==> src/shared/ppm_pkg.sv <==
// package for the power-management capability register bank
package ppm_pkg;
    // configuration byte offsets
    localparam logic [7:0] OFS_CAPS = 8'hA2;
    localparam logic [7:0] OFS_CSR = 8'hA4;
    localparam logic [7:0] OFS_BSE = 8'hA6;
    // capabilities word field positions
    localparam int CAP_WAKE_D3COLD = 15;
    localparam int CAP_AUX_POWER = 4;
    localparam int CAP_DSI = 5;
    localparam int CAP_NEEDS_CLK = 3;
    // capability reset value of the writable D3cold wake bit
    localparam logic CAP_WAKE_D3COLD_RST = 1'b1;
    // fixed high capability bits 14..9, low bits 8..6 zero
    localparam logic [15:0] CAP_FIXED = 16'h7E00;
    // version codes
    localparam logic [2:0] VER_REV11 = 3'h2;
    localparam logic [2:0] VER_REV12 = 3'h3;
    // control/status field positions
    localparam int CSR_STATUS = 15;
    localparam int CSR_ENABLE = 8;
    localparam logic [15:0] CSR_RST = 16'h0000;
    // bridge extension fixed value
    localparam logic [7:0] BSE_VALUE = 8'hC0;
    // power states
    typedef enum logic [1:0] {
        PS_D0 = 2'b00,
        PS_D1 = 2'b01,
        PS_D2 = 2'b10,
        PS_D3HOT = 2'b11
    } ppm_pstate_t;
    // configuration access from the host side
    typedef struct packed {
        logic rd;
        logic wr;
        logic [7:0] addr;
        logic [3:0] be;
        logic [31:0] wdata;
    } ppm_cfg_t;
endpackage : ppm_pkg

==> src/ppm_regs.sv <==
// power-management capability and control/status registers
`timescale 1ns/1ps
`default_nettype none

module ppm_regs (
    input wire logic CLOCK,
    input wire logic NRST,
    input wire logic CE,
    input wire logic PCI_BUS_RESET_N,
    input wire ppm_pkg::ppm_cfg_t CFG,
    input wire logic PM_REV_SELECT,
    input wire logic WAKE_EVENT,
    output logic [31:0] RDATA,
    output logic WAKE_OUT,
    output logic SEC_CLK_STOP,
    output logic INTERNAL_RESET
);
    import ppm_pkg::*;

    // bus reset comes from a pin: two-stage synchroniser
    logic pci_bus_reset_n_s1;
    logic pci_bus_reset_n_s2;
    logic wake_s1;
    logic wake_s2;
    // stored state
    logic wake_d3cold;
    logic wake_event_enable;
    logic wake_event_status;
    ppm_pstate_t power_state_field;
    logic [15:0] caps;
    logic [15:0] csr;
    logic wr_caps;
    logic wr_csr;

    // bus reset pin; both stages idle high so that the release of the
    // global reset never looks like a bus reset to the logic below
    always_ff @(posedge CLOCK or negedge NRST) begin
        if (!NRST) begin
            pci_bus_reset_n_s1 <= 1'b1;
            pci_bus_reset_n_s2 <= 1'b1;
        end else if (CE) begin
            pci_bus_reset_n_s1 <= PCI_BUS_RESET_N;
            pci_bus_reset_n_s2 <= pci_bus_reset_n_s1;
        end
    end

    // wake event from the function; costs two cycles of latency
    always_ff @(posedge CLOCK or negedge NRST) begin
        if (!NRST) begin
            wake_s1 <= 1'b0;
            wake_s2 <= 1'b0;
        end else if (CE) begin
            wake_s1 <= WAKE_EVENT;
            wake_s2 <= wake_s1;
        end
    end

    // true when a byte address falls in the same dword as a register offset
    function automatic logic word_hit(input logic [7:0] addr, input logic [7:0] ofs);
        return addr[7:2] == ofs[7:2];
    endfunction : word_hit

    // word decodes: caps in upper half of word A0, csr in lower half of A4
    assign wr_caps = CFG.wr && word_hit(CFG.addr, OFS_CAPS) && CFG.be[3];
    assign wr_csr = CFG.wr && word_hit(CFG.addr, OFS_CSR);

    // D3cold wake bit, global reset only; other caps bits are read-only, version follows PM_REV_SELECT
    always_ff @(posedge CLOCK or negedge NRST) begin
        if (!NRST) begin
            wake_d3cold <= CAP_WAKE_D3COLD_RST;
        end else if (CE && wr_caps) begin
            wake_d3cold <= CFG.wdata[16 + CAP_WAKE_D3COLD];
        end
    end

    // enable bit ignores the bus reset
    always_ff @(posedge CLOCK or negedge NRST) begin
        if (!NRST) begin
            wake_event_enable <= 1'b0;
        end else if (CE && wr_csr && CFG.be[1]) begin
            wake_event_enable <= CFG.wdata[CSR_ENABLE];
        end
    end

    // wake status: set wins over write-one clear
    always_ff @(posedge CLOCK or negedge NRST) begin
        if (!NRST) begin
            wake_event_status <= 1'b0;
        end else if (CE) begin
            if (wake_s2) begin
                wake_event_status <= 1'b1;
            end else if (!pci_bus_reset_n_s2 && !wake_event_enable) begin
                // bus reset clears only when disabled
                wake_event_status <= 1'b0;
            end else if (wr_csr && CFG.be[1] && CFG.wdata[CSR_STATUS]) begin
                // write one clears, zero has no effect
                wake_event_status <= 1'b0;
            end
        end
    end

    // power state: bus reset returns to D0; the D3hot-D0 internal reset
    // leaves this register alone
    always_ff @(posedge CLOCK or negedge NRST) begin
        if (!NRST) begin
            power_state_field <= PS_D0;
        end else if (CE) begin
            if (!pci_bus_reset_n_s2) begin
                power_state_field <= PS_D0;
            end else if (wr_csr && CFG.be[0]) begin
                power_state_field <= ppm_pstate_t'(CFG.wdata[1:0]);
            end
        end
    end

    // internal reset pulse on D3hot to D0 for the rest of the function
    always_ff @(posedge CLOCK or negedge NRST) begin
        if (!NRST) begin
            INTERNAL_RESET <= 1'b0;
        end else if (CE) begin
            // pulse resets other registers; csr is exempt
            INTERNAL_RESET <= pci_bus_reset_n_s2 && wr_csr && CFG.be[0] &&
                (power_state_field == PS_D3HOT) && (CFG.wdata[1:0] == PS_D0);
        end
    end

    // read values, read-only fields derived each cycle
    always_comb begin
        caps = CAP_FIXED;
        caps[CAP_WAKE_D3COLD] = wake_d3cold;
        caps[CAP_DSI] = 1'b0;
        caps[CAP_AUX_POWER] = 1'b0;
        caps[CAP_NEEDS_CLK] = 1'b0;
        caps[2:0] = PM_REV_SELECT ? VER_REV12 : VER_REV11;
        csr = CSR_RST;
        csr[CSR_STATUS] = wake_event_status;
        csr[CSR_ENABLE] = wake_event_enable;
        csr[1:0] = power_state_field;
    end

    // registered read data; unmapped words read zero
    always_ff @(posedge CLOCK or negedge NRST) begin
        if (!NRST) begin
            RDATA <= 32'h0000_0000;
        end else if (CE && CFG.rd) begin
            if (word_hit(CFG.addr, OFS_CAPS)) begin
                RDATA <= {caps, 16'h0000};
            end else if (word_hit(CFG.addr, OFS_BSE)) begin
                // bus control enable one; clock-stop one
                RDATA <= {8'h00, BSE_VALUE, csr};
            end else begin
                RDATA <= 32'h0000_0000;
            end
        end
    end

    always_ff @(posedge CLOCK or negedge NRST) begin
        if (!NRST) begin
            WAKE_OUT <= 1'b0;
        end else if (CE) begin
            WAKE_OUT <= wake_event_status && wake_event_enable;
        end
    end

    // control enabled, so D3hot stops clock
    always_ff @(posedge CLOCK or negedge NRST) begin
        if (!NRST) begin
            SEC_CLK_STOP <= 1'b0;
        end else if (CE) begin
            SEC_CLK_STOP <= BSE_VALUE[7] && BSE_VALUE[6] &&
                (power_state_field == PS_D3HOT);
        end
    end
endmodule : ppm_regs

`default_nettype wire

==> config.mk <==
export PLATFORM = sky130hd
export DESIGN_NAME = ppm_regs
export DESIGN_NICKNAME = d
export VERILOG_FILES = /design/src/shared/ppm_pkg.sv /design/src/ppm_regs.sv
export SDC_FILE = /design/constraint.sdc
export NUM_CORES = 1
export LEC_CHECK = 0
export ABC_AREA = 0
export BUFFER_PORTS_ARGS = -buffer_cell sky130_fd_sc_hd__buf_2
export CORE_AREA = 2 2 59 61
export DETAILED_ROUTE_END_ITERATION = 6
export DIE_AREA = 0 0 61 63
export PLACE_DENSITY = 0.82
export SYNTH_ARGS = -nofsm -noshare
export SYNTH_HDL_FRONTEND = slang
export SYNTH_SLANG_ARGS = --single-unit
==> constraint.sdc <==
create_clock -name CLOCK -period 1.1 [get_ports CLOCK]
set_input_delay 0.22 -clock CLOCK [delete_from_list [all_inputs] [get_ports CLOCK]]
set_output_delay 0.22 -clock CLOCK [all_outputs]
set_load 0.02 [all_outputs]
==> out/results.ini <==
[floorplanning]
fp.dieW_um=61
io_pins=87
coreArea_mm2=0.003232
die_h_um=63
dieArea_mm2=0.003843
start_util=0.3322
rows=21

[grt]
met2_usage=0.1895
grt_antenna_before_repair=0
met1_usage=0.1514
grtUsageTotal=0.1200
overflow=0
grt_most_used_layer=met2
grt_pass1_wl_um=3512
grtUsageMet3=0.02692
grt_max_degree=21
grt_pass1_vias=779

[critical_path]
worstPathRequired_ps=1350
path_max_fanout=2
cp-start-kind=register
criticalPathCategory=reg -> reg
cp-end-kind=register
cp.arrival_ps=1490

[outcome]
violations=negative setup slack
outcome=finished, violations left

[layout]
drive_above_1_share=0.4516
area_delta_synth_final_pct=36.13
final_cell_mix=buf_2, nand2_1, buf_6
n_antenna_cell=0
fin_nets=208
final_common_cell=buf_2
final_area_mm2=0.001461

[routing]
drt_iter0_drc=13
vias_per_cell=4.169
routed_wl_um=2149
drt-wirelength-per-cell_um=10.69
drtPass1Iterations=2
ant_nets=0
drc=0
vias=838

[placed_design]
place_congestion=0.7799
port_buffers=39
dp_hpwl_um=1619
place_ws_ps=-314.7
placed_area_mm2=0.001257

[sta]
setup_viol=8
hold-worst-slack_ps=119.9
fin_skew_ps=4.447
rsz0062_at_grt=true
drv_slew=0
timing.fmax_ghz=0.8100
min_period_ps=1235
fin_crit_sh=1.122
finalHoldViolations=0
worst_slack_ps=-134.6

[clocking]
clockBufferDepth=2
path_clk_slew_ps=110
cts-root-buf=clkbuf_4
htree_levels=1
clkLatencyLatePin_ps=310
cts_tree=built
clkSinkCount=20
numCtsBuffers=3

[power]
ir_worst_vdd_uv=877.7
power_density_mw_per_mm2=1015
p_leak_uw=0.0006983

[synthesis]
synth.top_cell.area_share=0.3963
yosysWarnings=0
synth_area_per_cell_um2=9.849
synth_cells=109
ys_seq_area_frac=0.4697
ys_seq_elements=20
ys_top_cells_by_area=dfrtp_1, buf_4, dfstp_2, nand2_1, mux2_2
ys_types=22
synth_area_leader_cell=dfrtp_1
netlist_area_mm2=0.001074

[flow_run]
drv_cap=0

[worst_hold_path]
hp-class=in -> reg

[logic make-up after synthesis]
family / count (synthesis) / synth area share
AO/OA/AOI/OAI: 12 / 0.05595
buffers and inverters: 29 / 0.1865
flip-flops: 20 / 0.4697
multiplexers: 9 / 0.09207
other: 1 / 0.003493
AND/OR/NAND/NOR: 38 / 0.1923
[synth_stat cells]
cell        n
and2_1      1
buf_1       1
buf_2       1
buf_4      24
conb_1      1
dfrtp_1    17
dfstp_2     3
inv_1       3
mux2_1      1
mux2_2      6
mux2i_1     2
nand2_1    20
nand2b_1    2
nand3_1     6
nand4bb_1   1
nand4bb_4   1
nor3_1      2
nor4_1      2
o21ai_0    12
or2_2       1
or3_2       1
or4_1       1
[worst max-delay path, cell delays in order (launching register included)]
cell and delay [ps]:
dfstp_2 550, nand4bb_1 150, nor4_2 280, mux2_2 200
[stage by stage]
stage / setup TNS [ps] / util / std cells / power (µW)
6_report: -776.7 / 0.4522 / 201 / 1483
5_1_grt: -1376 / 0.4522 / 201 / 1570
4_1_cts: -715.1 / 0.4216 / 198 / 1484
2_1_floorplan: -275.1 / - / 125 / 990.1
3_3_place_gp: -2519 / 0.3891 / 192 / 1035
3_5_place_dp: -2889 / 0.3891 / 192 / 1042
[power breakdown]
part	leakage, µW	total [µW]	internal, µW	switching, µW
clock	0.0000210	435	202	232
sequential	0.000260	799	777	22.2
combinational	0.000418	249	105	144
total	0.000698	1480	1080	398
[routing by layer]
metal | part of all wire | vias up | routed length (µm)
li1 | - | 419 | -
met4 | 0.026 | 0 | 55
met5 | 0 | - | 0
met3 | 0.074 | 7 | 159
met2 | 0.48 | 43 | 1032
met1 | 0.42 | 369 | 902
[state kept, by name, summed over array words and instances (netlist names)]
name and count:
SEC_CLK_STOP 1, wake_event_status 1, RDATA 8, wake_event_enable 1, pci_bus_reset_n_s2 1, wake_s1 1, wake_s2 1, WAKE_OUT 1
pci_bus_reset_n_s1 1, power_state_field 2, INTERNAL_RESET 1, wake_d3cold 1
[path summary, 6_finish.rpt]
kind / start / endpoint / slack, ps / cells after the start
worst max-delay path: pci_bus_reset_n_s2 / INTERNAL_RESET / -130 / 3
worst min-delay path: CFG[31] / wake_d3cold / 120 / 2
worst max register to register: pci_bus_reset_n_s2 / INTERNAL_RESET / -130 / 3
worst min register to register: wake_s2 / wake_event_status / 510 / 2
max in group asynchronous: NRST / wake_d3cold / 400 / 2
min in group asynchronous: NRST / power_state_field[0] / 370 / 2
[cell type report]
cell class	instances	area, µm²
Clock buffer	4	36.28
Fill cell	320	1770
Inverter	3	11.26
Multi-Input combinational cell	76	442.9
Sequential cell	20	505.5
Tap cell	46	57.56
Timing Repair Buffer	52	407.9
[repair_timing]
item | in CTS | in global routing
setup endpoints to repair | 12 | 22
gates resized for setup | 17 | 23
hold buffers | 1 | 0
hold endpoints to repair | 17 | 0
setup buffers | 1 | 3
pin swaps | 0 | 1
No activity file was read; power rests on OpenSTA's default activity.
